## src/uecj_pkg.sv

```systemverilog
// Package: register map, field positions and encodings for the endpoint c control block
package uecj_pkg;
    // ----------------------------------------------------------------
    // Register indices (printed offsets) and byte addresses
    // ----------------------------------------------------------------
    localparam logic [9:0] UECJ_IDX_SPARE = 10'h153;
    localparam logic [9:0] UECJ_IDX_CONTROL = 10'h154;
    localparam logic [9:0] UECJ_IDX_ROUTING = 10'h155;
    // Settings block of our own choosing: max size and endpoint active
    localparam logic [9:0] UECJ_IDX_SETUP = 10'h156;
    localparam logic [11:0] UECJ_ADDR_SPARE = {UECJ_IDX_SPARE, 2'b00};
    localparam logic [11:0] UECJ_ADDR_CONTROL = {UECJ_IDX_CONTROL, 2'b00};
    localparam logic [11:0] UECJ_ADDR_ROUTING = {UECJ_IDX_ROUTING, 2'b00};
    localparam logic [11:0] UECJ_ADDR_SETUP = {UECJ_IDX_SETUP, 2'b00};
    // ----------------------------------------------------------------
    // Control register fields
    // ----------------------------------------------------------------
    localparam int UECJ_CTL_AUTO_HOLD = 7;
    localparam int UECJ_CTL_SHORT_EN = 6;
    localparam int UECJ_CTL_SHORT_OUT_DIS = 5;
    localparam int UECJ_CTL_TOGGLE_STATE = 4;
    localparam int UECJ_CTL_TOGGLE_SET = 3;
    localparam int UECJ_CTL_TOGGLE_CLR = 2;
    localparam int UECJ_CTL_HOLD = 1;
    localparam int UECJ_CTL_HALT = 0;
    localparam logic [7:0] UECJ_CTL_RESET = 8'h00;
    // ----------------------------------------------------------------
    // Routing register fields
    // ----------------------------------------------------------------
    localparam int UECJ_RT_ATA = 7;
    localparam int UECJ_RT_FLAGS = 6;
    localparam int UECJ_RT_DMA1 = 3;
    localparam int UECJ_RT_DMA0 = 2;
    localparam int UECJ_RT_CPU_RD = 1;
    localparam int UECJ_RT_CPU_WR = 0;
    localparam logic [7:0] UECJ_RT_RESET = 8'h00;
    localparam logic [7:0] UECJ_RT_WMASK = 8'hCF;
    // ----------------------------------------------------------------
    // Setup register fields: [9:3] max size, [16] endpoint active
    // ----------------------------------------------------------------
    localparam int UECJ_SU_ACTIVE = 16;
    localparam logic [6:0] UECJ_MAXSIZE_RESET = 7'h00;
    // ----------------------------------------------------------------
    // Handshake answer codes and transaction states
    // ----------------------------------------------------------------
    typedef enum logic [1:0] {
        UECJ_ANS_DATA = 2'b00,
        UECJ_ANS_NAK = 2'b01,
        UECJ_ANS_STALL = 2'b10,
        UECJ_ANS_IGNORE = 2'b11
    } uecj_answer_t;
    typedef enum logic [0:0] {
        UECJ_ST_IDLE = 1'b0,
        UECJ_ST_BUSY = 1'b1
    } uecj_state_t;
endpackage : uecj_pkg

```

## src/uecj_endpoint_c.sv

```systemverilog
// Endpoint c response control, port routing and APB register file
//
// Implementation choice: the APB register port.
`timescale 1ns/10ps
`default_nettype none
// Overview of operation
// - Auto-hold sets hold after error-free transaction
// - Short enable sends short IN, self-clears
// - Short enable with empty FIFO sends zero-length
// - Short OUT sets hold unless disabled
// - Auto-hold wins over short-OUT disable
// - Toggle state readable in control register
// - Toggle set/clear commands, clear wins
// - Hold bit answers NAK on an active endpoint while halt is not in force
// - Hold write deferred until transaction ends
// - Halt answers STALL, beats hold
// - Halt mid-transaction applies from next one
// - ATA route moves data per IDE direction
// - Flag route drives full/empty/not-empty flags
// - DMA route joins channel, its direction
// - CPU-read route feeds FIFO read ports
// - CPU-write route feeds FIFO write ports
// - DMA remaining shows bytes or free space
// - One DMA/CPU route bit; highest wins
// - Inactive endpoint ignores host accesses
// - Max size is multiple of eight
module uecj_endpoint_c
    import uecj_pkg::*;
(
    input wire logic clk_sys,
    input wire logic srst,
    // APB slave
    input wire logic psel,
    input wire logic penable,
    input wire logic pwrite,
    input wire logic [11:0] paddr,
    input wire logic [31:0] pwdata,
    output logic [31:0] prdata,
    output logic pready,
    output logic pslverr,
    // Serial engine side
    input wire logic tokenValid,
    input wire logic tokenIsIn,
    input wire logic xferDone,
    input wire logic xferOk,
    input wire logic [10:0] rxCount,
    input wire logic [10:0] txCount,
    output logic [1:0] answerCode,
    output logic sendZeroLength,
    output logic sendShort,
    output logic toggleState,
    input wire logic toggleAdvance,
    // FIFO status of endpoint c
    input wire logic [10:0] fifoDataCount,
    input wire logic [10:0] fifoFreeCount,
    // Port direction bits of the other blocks
    input wire logic ideDir,
    input wire logic dma0Dir,
    input wire logic dma1Dir,
    // Routing outputs
    output logic ataJoin,
    output logic ataDir,
    output logic dma0Join,
    output logic dma1Join,
    output logic dma0Dirout,
    output logic dma1Dirout,
    output logic cpuReadJoin,
    output logic cpuWriteJoin,
    output logic flagsJoin,
    output logic flagFull,
    output logic flagEmpty,
    output logic flagNotEmpty,
    output logic [10:0] dma0Remaining,
    output logic [10:0] dma1Remaining
);
    // ----------------------------------------------------------------
    // Helpers
    // ----------------------------------------------------------------
    // Keep only the highest of the four exclusive route bits
    function automatic logic [3:0] keepHighest(input logic [3:0] req);
        logic [3:0] res;
        res = 4'h0;
        if (req[3]) begin
            res = 4'h8;
        end else if (req[2]) begin
            res = 4'h4;
        end else if (req[1]) begin
            res = 4'h2;
        end else if (req[0]) begin
            res = 4'h1;
        end
        return res;
    endfunction : keepHighest

    // ----------------------------------------------------------------
    // State
    // ----------------------------------------------------------------
    logic [7:0] ctl_reg;
    logic [7:0] ctl_next;
    logic [7:0] route_reg;
    logic [7:0] route_next;
    logic [6:0] maxSize_reg;
    logic [6:0] maxSize_next;
    logic active_reg;
    logic active_next;
    logic toggle_reg;
    logic toggle_next;
    logic holdPending_reg;
    logic holdPending_next;
    logic haltLatched_reg;
    logic haltLatched_next;
    logic [31:0] rdata_reg;
    logic [31:0] rdata_next;
    logic rdWait_reg;
    logic rdWait_next;
    uecj_state_t state_reg;
    uecj_state_t state_next;

    logic busWr;
    logic busRd;
    logic [3:0] routeReq;
    logic [10:0] maxBytes;
    logic hostEvent;
    logic autoHold;

    assign busWr = psel && penable && pwrite;
    assign busRd = psel && penable && !pwrite;
    // One wait state on reads, so read data comes straight from a flop
    assign pready = pwrite || rdWait_reg;
    assign pslverr = 1'b0;
    assign prdata = rdata_reg;
    assign maxBytes = {1'b0, maxSize_reg, 3'b000};
    assign hostEvent = active_reg && xferDone;
    assign routeReq = {pwdata[UECJ_RT_DMA1], pwdata[UECJ_RT_DMA0],
                       pwdata[UECJ_RT_CPU_RD], pwdata[UECJ_RT_CPU_WR]};

    // Auto-hold events; auto-hold wins over the short-OUT disable
    always_comb begin
        autoHold = 1'b0;
        if (hostEvent && xferOk) begin
            if (ctl_reg[UECJ_CTL_AUTO_HOLD]) begin
                autoHold = 1'b1;
            end else if (!tokenIsIn && !ctl_reg[UECJ_CTL_SHORT_OUT_DIS]
                         && (rxCount < maxBytes)) begin
                autoHold = 1'b1;
            end
        end
    end

    // ----------------------------------------------------------------
    // Next-state logic
    // ----------------------------------------------------------------
    always_comb begin
        ctl_next = ctl_reg;
        route_next = route_reg;
        maxSize_next = maxSize_reg;
        active_next = active_reg;
        toggle_next = toggle_reg;
        holdPending_next = holdPending_reg;
        haltLatched_next = haltLatched_reg;
        state_next = state_reg;
        rdata_next = rdata_reg;
        rdWait_next = busRd && !rdWait_reg;
        case (state_reg)
            UECJ_ST_IDLE: begin
                if (active_reg && tokenValid) begin
                    state_next = UECJ_ST_BUSY;
                    haltLatched_next = ctl_reg[UECJ_CTL_HALT];
                end
            end
            UECJ_ST_BUSY: begin
                if (xferDone) begin
                    state_next = UECJ_ST_IDLE;
                end
            end
            default: begin
                state_next = UECJ_ST_IDLE;
            end
        endcase
        // Toggle advances per data transaction
        if (hostEvent && xferOk && toggleAdvance) begin
            toggle_next = !toggle_reg;
        end
        // Software writes
        if (busWr) begin
            case (paddr)
                UECJ_ADDR_CONTROL: begin
                    ctl_next[UECJ_CTL_AUTO_HOLD] = pwdata[UECJ_CTL_AUTO_HOLD];
                    ctl_next[UECJ_CTL_SHORT_EN] = pwdata[UECJ_CTL_SHORT_EN];
                    ctl_next[UECJ_CTL_SHORT_OUT_DIS] = pwdata[UECJ_CTL_SHORT_OUT_DIS];
                    ctl_next[UECJ_CTL_HALT] = pwdata[UECJ_CTL_HALT];
                    if (!pwdata[UECJ_CTL_HOLD]) begin
                        ctl_next[UECJ_CTL_HOLD] = 1'b0;
                        holdPending_next = 1'b0;
                    end else if (state_reg == UECJ_ST_BUSY && !xferDone) begin
                        holdPending_next = 1'b1;
                    end else begin
                        ctl_next[UECJ_CTL_HOLD] = 1'b1;
                    end
                    if (pwdata[UECJ_CTL_TOGGLE_CLR]) begin
                        toggle_next = 1'b0;
                    end else if (pwdata[UECJ_CTL_TOGGLE_SET]) begin
                        toggle_next = 1'b1;
                    end
                end
                UECJ_ADDR_ROUTING: begin
                    route_next = pwdata[7:0] & UECJ_RT_WMASK;
                    route_next[3:0] = keepHighest(routeReq);
                end
                UECJ_ADDR_SETUP: begin
                    maxSize_next = pwdata[9:3];
                    active_next = pwdata[UECJ_SU_ACTIVE];
                end
                default: begin
                end
            endcase
        end
        // Hardware events win over a same-cycle software write
        if (state_reg == UECJ_ST_BUSY && xferDone && holdPending_reg) begin
            ctl_next[UECJ_CTL_HOLD] = 1'b1;
            holdPending_next = 1'b0;
        end
        if (autoHold) begin
            ctl_next[UECJ_CTL_HOLD] = 1'b1;
        end
        if (hostEvent && xferOk && tokenIsIn && ctl_reg[UECJ_CTL_SHORT_EN]
            && (txCount < maxBytes)) begin
            ctl_next[UECJ_CTL_SHORT_EN] = 1'b0;
        end
        if (state_reg == UECJ_ST_BUSY && xferDone) begin
            haltLatched_next = 1'b0;
        end
        // Strobes never store state
        ctl_next[UECJ_CTL_TOGGLE_SET] = 1'b0;
        ctl_next[UECJ_CTL_TOGGLE_CLR] = 1'b0;
        ctl_next[UECJ_CTL_TOGGLE_STATE] = 1'b0;
        // Read data
        if (busRd) begin
            case (paddr)
                UECJ_ADDR_CONTROL: begin
                    rdata_next = {24'h000000, ctl_reg};
                    rdata_next[UECJ_CTL_TOGGLE_STATE] = toggle_reg;
                end
                UECJ_ADDR_ROUTING: rdata_next = {24'h000000, route_reg};
                UECJ_ADDR_SETUP: begin
                    rdata_next = 32'h00000000;
                    rdata_next[9:3] = maxSize_reg;
                    rdata_next[UECJ_SU_ACTIVE] = active_reg;
                end
                default: rdata_next = 32'h00000000;
            endcase
        end
        if (srst) begin
            ctl_next = UECJ_CTL_RESET;
            route_next = UECJ_RT_RESET;
            maxSize_next = UECJ_MAXSIZE_RESET;
            active_next = 1'b0;
            toggle_next = 1'b0;
            holdPending_next = 1'b0;
            haltLatched_next = 1'b0;
            state_next = UECJ_ST_IDLE;
            rdata_next = 32'h00000000;
            rdWait_next = 1'b0;
        end
    end

    always_ff @(posedge clk_sys) begin
        ctl_reg <= ctl_next;
        route_reg <= route_next;
        maxSize_reg <= maxSize_next;
        active_reg <= active_next;
        toggle_reg <= toggle_next;
        holdPending_reg <= holdPending_next;
        haltLatched_reg <= haltLatched_next;
        state_reg <= state_next;
        rdata_reg <= rdata_next;
        rdWait_reg <= rdWait_next;
    end

    // ----------------------------------------------------------------
    // Answers to the host
    // ----------------------------------------------------------------
    // Halt set mid-transaction is not seen until the transaction ends
    logic haltNow;
    assign haltNow = (state_reg == UECJ_ST_BUSY) ? haltLatched_reg : ctl_reg[UECJ_CTL_HALT];

    always_comb begin
        if (!active_reg) begin
            answerCode = UECJ_ANS_IGNORE;
        end else if (haltNow) begin
            answerCode = UECJ_ANS_STALL;
        end else if (ctl_reg[UECJ_CTL_HOLD]) begin
            answerCode = UECJ_ANS_NAK;
        end else begin
            answerCode = UECJ_ANS_DATA;
        end
    end
    assign sendZeroLength = ctl_reg[UECJ_CTL_SHORT_EN] && (fifoDataCount == 11'h000);
    assign sendShort = ctl_reg[UECJ_CTL_SHORT_EN] && (fifoDataCount < maxBytes);
    assign toggleState = toggle_reg;

    // ----------------------------------------------------------------
    // Port routing
    // ----------------------------------------------------------------
    assign ataJoin = route_reg[UECJ_RT_ATA];
    assign ataDir = route_reg[UECJ_RT_ATA] && ideDir;
    assign dma1Join = route_reg[UECJ_RT_DMA1];
    assign dma0Join = route_reg[UECJ_RT_DMA0];
    assign dma1Dirout = route_reg[UECJ_RT_DMA1] && dma1Dir;
    assign dma0Dirout = route_reg[UECJ_RT_DMA0] && dma0Dir;
    assign cpuReadJoin = route_reg[UECJ_RT_CPU_RD];
    assign cpuWriteJoin = route_reg[UECJ_RT_CPU_WR];
    assign flagsJoin = route_reg[UECJ_RT_FLAGS];
    assign flagFull = flagsJoin && (fifoFreeCount == 11'h000);
    assign flagEmpty = flagsJoin && (fifoDataCount == 11'h000);
    assign flagNotEmpty = flagsJoin && (fifoDataCount != 11'h000);
    // Direction 1 shows bytes held, 0 shows free space
    assign dma0Remaining = !dma0Join ? 11'h000 : (dma0Dir ? fifoDataCount : fifoFreeCount);
    assign dma1Remaining = !dma1Join ? 11'h000 : (dma1Dir ? fifoDataCount : fifoFreeCount);

    // ----------------------------------------------------------------
    // Assertions
    // ----------------------------------------------------------------
    property p_auto_hold;
        @(posedge clk_sys) disable iff (srst)
        (autoHold) |=> ctl_reg[UECJ_CTL_HOLD];
    endproperty
    a_auto_hold: assert property (p_auto_hold) else $error("hold not set after transaction");

    property p_short_clear;
        @(posedge clk_sys) disable iff (srst)
        (hostEvent && xferOk && tokenIsIn && ctl_reg[UECJ_CTL_SHORT_EN] && txCount < maxBytes)
        |=> !ctl_reg[UECJ_CTL_SHORT_EN];
    endproperty
    a_short_clear: assert property (p_short_clear) else $error("short enable not cleared");

    property p_zero_len;
        @(posedge clk_sys) disable iff (srst)
        (ctl_reg[UECJ_CTL_SHORT_EN] && fifoDataCount == 11'h000) |-> sendZeroLength;
    endproperty
    a_zero_len: assert property (p_zero_len) else $error("zero length not offered");

    property p_toggle_clr;
        @(posedge clk_sys) disable iff (srst)
        (busWr && paddr == UECJ_ADDR_CONTROL && pwdata[UECJ_CTL_TOGGLE_CLR]) |=> !toggle_reg;
    endproperty
    a_toggle_clr: assert property (p_toggle_clr) else $error("toggle clear failed");

    property p_halt_wins;
        @(posedge clk_sys) disable iff (srst)
        (active_reg && haltNow) |-> answerCode == UECJ_ANS_STALL;
    endproperty
    a_halt_wins: assert property (p_halt_wins) else $error("stall not answered");

    property p_nak;
        @(posedge clk_sys) disable iff (srst)
        (active_reg && !haltNow && ctl_reg[UECJ_CTL_HOLD]) |-> answerCode == UECJ_ANS_NAK;
    endproperty
    a_nak: assert property (p_nak) else $error("nak not answered");

    property p_route_onehot;
        @(posedge clk_sys) disable iff (srst)
        $onehot0(route_reg[3:0]);
    endproperty
    a_route_onehot: assert property (p_route_onehot) else $error("several routes set");

    property p_strobe_zero;
        @(posedge clk_sys) disable iff (srst)
        ##1 (ctl_reg[UECJ_CTL_TOGGLE_SET] == 1'b0 && ctl_reg[UECJ_CTL_TOGGLE_CLR] == 1'b0);
    endproperty
    a_strobe_zero: assert property (p_strobe_zero) else $error("strobe bits stored");

    property p_inactive;
        @(posedge clk_sys) disable iff (srst)
        !active_reg |-> answerCode == UECJ_ANS_IGNORE;
    endproperty
    a_inactive: assert property (p_inactive) else $error("inactive endpoint answered");

    c_hold_deferred: cover property (@(posedge clk_sys) disable iff (srst)
        holdPending_reg ##[1:20] ctl_reg[UECJ_CTL_HOLD]);
    c_short_in: cover property (@(posedge clk_sys) disable iff (srst)
        sendShort ##[1:20] !ctl_reg[UECJ_CTL_SHORT_EN]);
    c_stall: cover property (@(posedge clk_sys) disable iff (srst)
        answerCode == UECJ_ANS_STALL);
endmodule : uecj_endpoint_c
`default_nettype wire

```

## config.mk

```make
export PLATFORM = sky130hd
export DESIGN_NAME = uecj_endpoint_c
export DESIGN_NICKNAME = d
export VERILOG_FILES = /design/src/uecj_pkg.sv /design/src/uecj_endpoint_c.sv
export SDC_FILE = /design/constraint.sdc
export NUM_CORES = 1
export LEC_CHECK = 0
export ABC_AREA = 1
export BUFFER_PORTS_ARGS = -buffer_cell sky130_fd_sc_hd__buf_2
export CORE_ASPECT_RATIO = 1.25
export CORE_MARGIN = 4
export CORE_UTILIZATION = 40
export CTS_BUF_LIST = sky130_fd_sc_hd__clkbuf_8
export DETAILED_ROUTE_END_ITERATION = 7
export GPL_TIMING_DRIVEN = 0
export PLACE_DENSITY = 0.77
export SKIP_CTS_REPAIR_TIMING = 1
export SLEW_MARGIN = 40
export SYNTH_ARGS = -nofsm -noshare
export SYNTH_HDL_FRONTEND = slang
export SYNTH_SLANG_ARGS = --single-unit
```

## constraint.sdc

```tcl
create_clock -name clk_sys -period 3.3 [get_ports clk_sys]
set_input_delay 0.825 -clock clk_sys [delete_from_list [all_inputs] [get_ports clk_sys]]
set_output_delay 0.825 -clock clk_sys [all_outputs]
set_load 0.05 [all_outputs]
```

# Word-level counts from Yosys, hierarchy flattened
# Index checks and enable logic that the tools add are counted.
[classes] order_cmp=3 eq_ne=5 muxes=32 bitwise_logic=1 reduce_logical=45
[op_table] op="$pmux 17 s3" count=1
[op_table] op="$mux 11" count=4
[op_table] op="$eq 12x11->1 const B" count=3
[op_table] op="$lt 11x10->1" count=3
[op_table] op="$logic_and 1x1->1" count=24
[op_table] op="$logic_not 11->1" count=2
[op_table] op="$mux 1" count=19
[op_table] op="$reduce_bool 11->1" count=1
[op_table] op="$mux 2" count=5
[op_table] op="$reduce_and 2->1" count=4
[op_table] op="$logic_not 1->1" count=6
[op_table] op="$reduce_and 3->1" count=2
[op_table] op="$reduce_bool 3->1" count=2
[op_table] op="$reduce_or 2->1" count=3
[op_table] op="$mux 4" count=1
[op_table] op="$ne 4x3->1 const B" count=1
[op_table] op="$mux 3" count=1
[op_table] op="$ne 2x1->1 const B" count=1
[op_table] op="$pmux 1 s2" count=1
[op_table] op="$logic_or 1x1->1" count=1
[op_table] op="$not 1->1" count=1
[word_totals] ff_bits=56 inputBits=101 output_inout_bits=73 word_cells=98

# Depth between registers and ports, before layout
# Gate-level depths: netlist of the first run.
[logic_depth] ltp_word=8 ltp_mapped=11 mapped_depth_nobuf=11

# Least setup slack after synthesis of the first run
# Ideal clock, no wire load.
[synth_timing] path_type="input to output" startpoint="input port fifoDataCount[4]" endpoint="output port sendShort" arrival_ns=2.196 required_time_ns=2.475 path_slack_ns=0.279 cell_stages=8 path_buffers=0 cell_sequence="ha_1 -> o21ai_0 -> nand2_1 -> nand3_1 -> nand2_1 -> nand2_1 -> nand3b_1 -> a21oi_1"
[synth_via] elab_chain_cells=2
[synth_lines] element="start, declared" line="uecj_endpoint_c.sv:54" source="input wire logic [10:0] fifoDataCount,"
[synth_lines] element="$lt 11x10->1" line="uecj_endpoint_c.sv:299" source="assign sendShort = ctl_reg[UECJ_CTL_SHORT_EN] && (fifoDataCount < maxBytes);"
[synth_lines] element="$logic_and 1x1->1" line="uecj_endpoint_c.sv:299"
[synth_lines] element="end, declared" line="uecj_endpoint_c.sv:50" source="output logic sendShort,"
# No other way between the ends.

# Worst setup path after layout of the first run
# Same ends and word-level chain as after synthesis.

==> results of run 1 <==
## worst max-delay path: cells and delay by family
family / cells / cell delay (ns)
AOI/OAI and AO/OA: 2 / 0.20
adders and majority gates: 1 / 0.28
and+or+nand+nor: 5 / 0.33
buffers and inverters: 2 / 0.39
## layout make-up
| cell class | instances | area, um2 |
|---|---|---|
| clock inverter | 3 | 43.8 |
| sequential | 35 | 701 |
| inverter | 62 | 233 |
| clock buffer | 5 | 68.8 |
| timing repair buffer | 123 | 616 |
| buffer | 34 | 228 |
| multi-input combinational | 287 | 1560 |
| fill | 611 | 2730 |
| tap | 85 | 106 |
## per-layer routing
layer  wire (um)  global-route usage
met1        3180               0.226
met2        4090               0.366
met3         866              0.0430
met4         345              0.0962
met5           0                   0
## how the worst max path moves through the flow
stage	start	end	slack, ns	depth (start not counted)
6_report	fifoDataCount[4]	sendShort	0.45	10
5_1_grt	fifoDataCount[1]	flagEmpty	0.37	6
4_1_cts	fifoDataCount[1]	flagEmpty	0.45	6
3_5_place_dp	fifoDataCount[1]	flagEmpty	0.45	6
3_3_place_gp	fifoDataCount[1]	flagEmpty	0.45	6
2_1_floorplan	fifoDataCount[4]	sendShort	0.28	8
## synthesized netlist by cell type (all sizes together) (2+ instances only)
cell type  count
nand2         68
nor3b          2
ha            18
nor4           4
nor2          22
buf           29
inv           61
nand4          6
dfxtp         35
a21oi         61
nor3           3
nand3         23
o21ai         51
or2            2
clkbuf         5
## power by group through the flow
stage / clock network [W] / logic, W / registers, W
detailed placement: 0 / 0.000217 / 0.000435
CTS: 0.000393 / 0.000218 / 0.000425
floorplan: 0 / 0.000139 / 0.000441
global placement: 0 / 0.000213 / 0.000435
global route: 0.000415 / 0.000239 / 0.000425
finish: 0.000391 / 0.000220 / 0.000425
## per-stage QoR
step	setup slack (ns)	total power, W	area [um2]	util
3_3_place_gp	0.451	0.000648	3440	0.548
4_1_cts	0.454	0.00104	3560	0.566
6_report	0.447	0.00104	3560	0.566
2_1_floorplan	0.279	0.000579	2720	-
5_1_grt	0.368	0.00108	3560	0.566
3_5_place_dp	0.455	0.000652	3440	0.548
## cells by family after synthesis
group	share of synthesized area
compound gates	0.224
flops	0.265
buf+inv	0.174
simple gates	0.247
fa+ha+maj	0.0852
xor+xnor	0.00331
other cells	0.00142
==> impl_metrics.ini, run 1 <==
[detailed_routing]
routed_via_density = 4.94
drcViolationCount = 0
vias = 3134
routed_wl_um = 8490
wire_per_inst_um = 13.4
drtPass1Iterations = 4
ant_nets = 0
drt_iter0_drc = 119

[worst_setup_path]
reg2reg_to = ctl_reg[1]
cp_slowest_stage_delay_ns = 0.28
crit_path_max_fanout = 2
crit_required_ns = 2.47
crit_type = in2out
worstPathArrival_ns = 2.03
critPathCaptureType = output port
r2r.worst_path.cells = 9
crit_chain = buf_2, ha_1, o21ai_0, nand2_1, nand3_1, nand2_1, nand2_1, nand3b_1, a21oi_1, buf_2
startpoint_type = input port
crit_slowest_cell = ha_1
rrSetupSlack_ns = 1.75
worst_path_most_repeated_cell = nand2_1
r2r-start = maxSize_reg[6]

[hold_path]
holdPathEnd = prdata[6]
hold_path.class = reg2reg
whs_path_depth = 2
min-delay-start = prdata[6]

[pwr]
p_clk_frac = 0.377
intPower_w = 0.000724
ir_worst_vdd_mv = 0.200
p_seq_frac = 0.410
p_sw_w = 0.000313
switching_share = 0.302
power_density_nw_per_um2 = 291
p_comb_frac = 0.212
leakagePower_nw = 1.90

[finish]
final_common_cell = buf_2
drive_gt1_frac = 0.322
stdcell_count = 634
syn2layout_area_growth_pct = 34.5
mostFrequentLayoutCells = 125 x buf_2, 65 x nand2_1, 60 x inv_1
largest_reg_flops = 11
final_nets = 667
insertedDiodeCount = 0

[synthesis]
ys_dominant_reg_cell = dfxtp_1
ys_top_cells_by_area = dfxtp_1 27%, a21oi_1 11%, nand2_1 9.2%, o21ai_0 9.1%, ha_1 8.5%
synth_area_um2 = 2640
synth_edf_count = 0
synth_seq_area_share = 0.265
syn_area_per_cell_um2 = 6.66
synth.top_cell.area_share = 0.265
synth_warnings = 0
post-synth-top-area-cell = dfxtp_1
ys_ff_latch = 35
synthArstFlopShare = 0
yosysUniqueCellTypes = 37
syn_inst = 397

[clock_network]
clk_latency_ns = 0.29
clock-root-buffer = clkbuf_8
clk_pin_slew_ns = 0.08
cts_buffers = 5
clock-sinks = 35
h-tree-depth = 2
cts_tree = yes
cts_max_path_buffers = 2

[floorplanning]
core_um2 = 6290
initial_core_util = 0.421
fp.dieH_um = 98.9
ios = 174
dieArea_um2 = 7980
die_x_um = 80.7
rows = 32

[global_route]
track_usage = 0.205
overflow = 0
grt_pass1_vias = 2899
grt_pass1_wl_um = 13100
grt_max_degree = 13
antenna_found_initial = 0

[sta]
post-route-period-util = 0.864
rsz0062_at_grt = no
hold_slack_ns = 0.464
period_needed_ns = 2.85
finClkSkew_ns = 0.00560
hold_viol = 0
setup_viol_count_final = 0
fin_tns_setup_ns = 0
fmax_mhz = 351
slew_viol_final = 0

[run]
drv_cap = 0

[place]
dp.cells = 626
io_buffer_count = 123
gp_congestion = 0.907
dp_hpwl_um = 7130

[outcome]
outcome = completed
(Power assumes the default switching activity.)
==> run 2: changes to the inputs <==
- ABC_AREA: 1 -> default
==> impl_metrics.ini, run 2 <==
[global_route]
track_usage = 0.205
grt_max_degree = 12
grt_pass1_vias = 2790
overflow = 0
grt_pass1_wl_um = 12800
antenna_found_initial = 0

[worst_setup_path]
crit_slowest_cell = buf_1
crit_chain = buf_2, buf_1, mux2i_1, nor2b_1, buf_2
path_buf_inv = 3
cp_slowest_stage_delay_ns = 0.53
r2r-start = maxSize_reg[2]
worst_path_most_repeated_cell = buf_2
critPathCaptureType = output port
startpoint_type = input port
crit_required_ns = 2.47
crit_path_max_fanout = 10
cp_top_family = buffers and inverters
startpoint = dma1Dir
crit_type = in2out
worstPathArrival_ns = 2.10

[detailed_routing]
drtPass1Iterations = 4
routed_wl_um = 8370
ant_nets = 0
routed_via_density = 5.09
drt_iter0_drc = 154
wire_per_inst_um = 15.1
drcViolationCount = 0
vias = 2828

[clock_network]
cts_max_path_buffers = 2
cts_buffers = 5
clk_latency_ns = 0.29
cts_tree = yes
clock-sinks = 35
clk_pin_slew_ns = 0.07
clock-root-buffer = clkbuf_8
h-tree-depth = 2

[sta]
hold_viol = 0
post-route-period-util = 0.888
finClkSkew_ns = 0.00473
slew_headroom = 0.546
hold_slack_ns = 0.452
layout_setup_ws_ns = 0.370
fmax_mhz = 341
setup_viol_count_final = 0
slew_viol_final = 0
rsz0062_at_grt = no
fin_tns_setup_ns = 0
period_needed_ns = 2.93
tightestPinTransition_ns = 0.681

[finish]
syn2layout_area_growth_pct = 35.3
largest_reg_flops = 11
insertedDiodeCount = 0
final_nets = 589
final_util = 0.566
final_common_cell = buf_2
final_area_um2 = 3540
mostFrequentLayoutCells = 125 x buf_2, 35 x mux2i_1, 35 x dfxtp_1
drive_gt1_frac = 0.357

[run]
drv_cap = 0

[synthesis]
synth.top_cell.area_share = 0.268
post-synth-top-area-cell = dfxtp_1
ys_ff_latch = 35
yosysUniqueCellTypes = 47
synth_area_um2 = 2610
ys_top_cells_by_count = 35 x dfxtp_1, 35 x mux2i_1, 26 x a21oi_1, 26 x nand2_1, 26 x nor2b_1
synth_warnings = 0
synth_edf_count = 0
synthArstFlopShare = 0
ys_top_cells_by_area = dfxtp_1 27%, mux2i_1 13%, ha_1 8.6%, buf_4 6.3%, nor2b_1 6.2%
ys_dominant_reg_cell = dfxtp_1
syn_area_per_cell_um2 = 8.19
syn_inst = 319
synth_seq_area_share = 0.268

[pwr]
ir_worst_vdd_mv = 0.258
p_clk_frac = 0.383
p_comb_frac = 0.213
switching_share = 0.283
leakagePower_nw = 1.71
power_density_nw_per_um2 = 296
p_sw_w = 0.000295
p_seq_frac = 0.404
intPower_w = 0.000750

[place]
gp_congestion = 0.872
dp_hpwl_um = 7090
place_area_um2 = 3420
post-place-ws_ns = 0.365
io_buffer_count = 123

[floorplanning]
initial_core_util = 0.418
fp.dieH_um = 98.4
die_x_um = 80.3
dieArea_um2 = 7900
core_um2 = 6250
ios = 174
rows = 32

[hold_path]
min-delay-start = prdata[5]
hold_path.class = reg2reg

[outcome]
outcome = completed
run 2: cell families after synthesis:
| logic type | synth area share |
|---|---|
| buffers and inverters | 0.0972 |
| adders and majority gates | 0.0862 |
| other | 0.00143 |
| AOI/OAI and AO/OA | 0.132 |
| xor gates and xnor gates | 0.00335 |
| and+or+nand+nor | 0.260 |
| DFF | 0.268 |
| muxes | 0.151 |
run 2: power groups by stage:
stage                     Combinational, W  Clock [W]  Sequential (W)
after CTS                         0.000221   0.000406        0.000422
after floorplan                   0.000142          0        0.000432
final                             0.000222   0.000401        0.000422
after global placement            0.000214          0        0.000432
after global routing              0.000241   0.000416        0.000422
after detailed placement          0.000220          0        0.000432
run 2: final timing paths:
check / slack (ns) / cells past startpoint / end
worst max-delay path: 0.37 / 5 / dma1Remaining[4]
worst min-delay path: 0.45 / 2 / prdata[5]
worst max register to register: 1.70 / 7 / ctl_reg[1]
worst min register to register: 0.45 / 2 / prdata[5]
run 2: through the flow:
stage	total power [W]	std cells
2_1_floorplan	0.000575	340
3_3_place_gp	0.000646	548
3_5_place_dp	0.000652	548
4_1_cts	0.00105	556
5_1_grt	0.00108	556
6_report	0.00105	556
run 2: area by class of cell:
type | count | area [um2]
multi-input combinational | 260 | 1740
inverter | 9 | 33.8
buffer | 36 | 220
sequential | 35 | 701
clock buffer | 6 | 82.6
timing repair buffer | 123 | 616
fill | 602 | 2710
tap | 85 | 106
clock inverter | 2 | 35.0
run 2: per-layer routing:
metal,up-vias,global-route usage,wire (um)
li1,1389,-,-
met1,1254,0.218,2980
met2,169,0.397,4310
met3,16,0.0378,917
met4,0,0.0572,167
met5,-,0,0
run 2: tightest hold or removal path, cell delays in order, from the launching register on:
cell and delay, ns:
dfxtp_1 0.31, nand2_1 0.05, a21oi_1 0.05
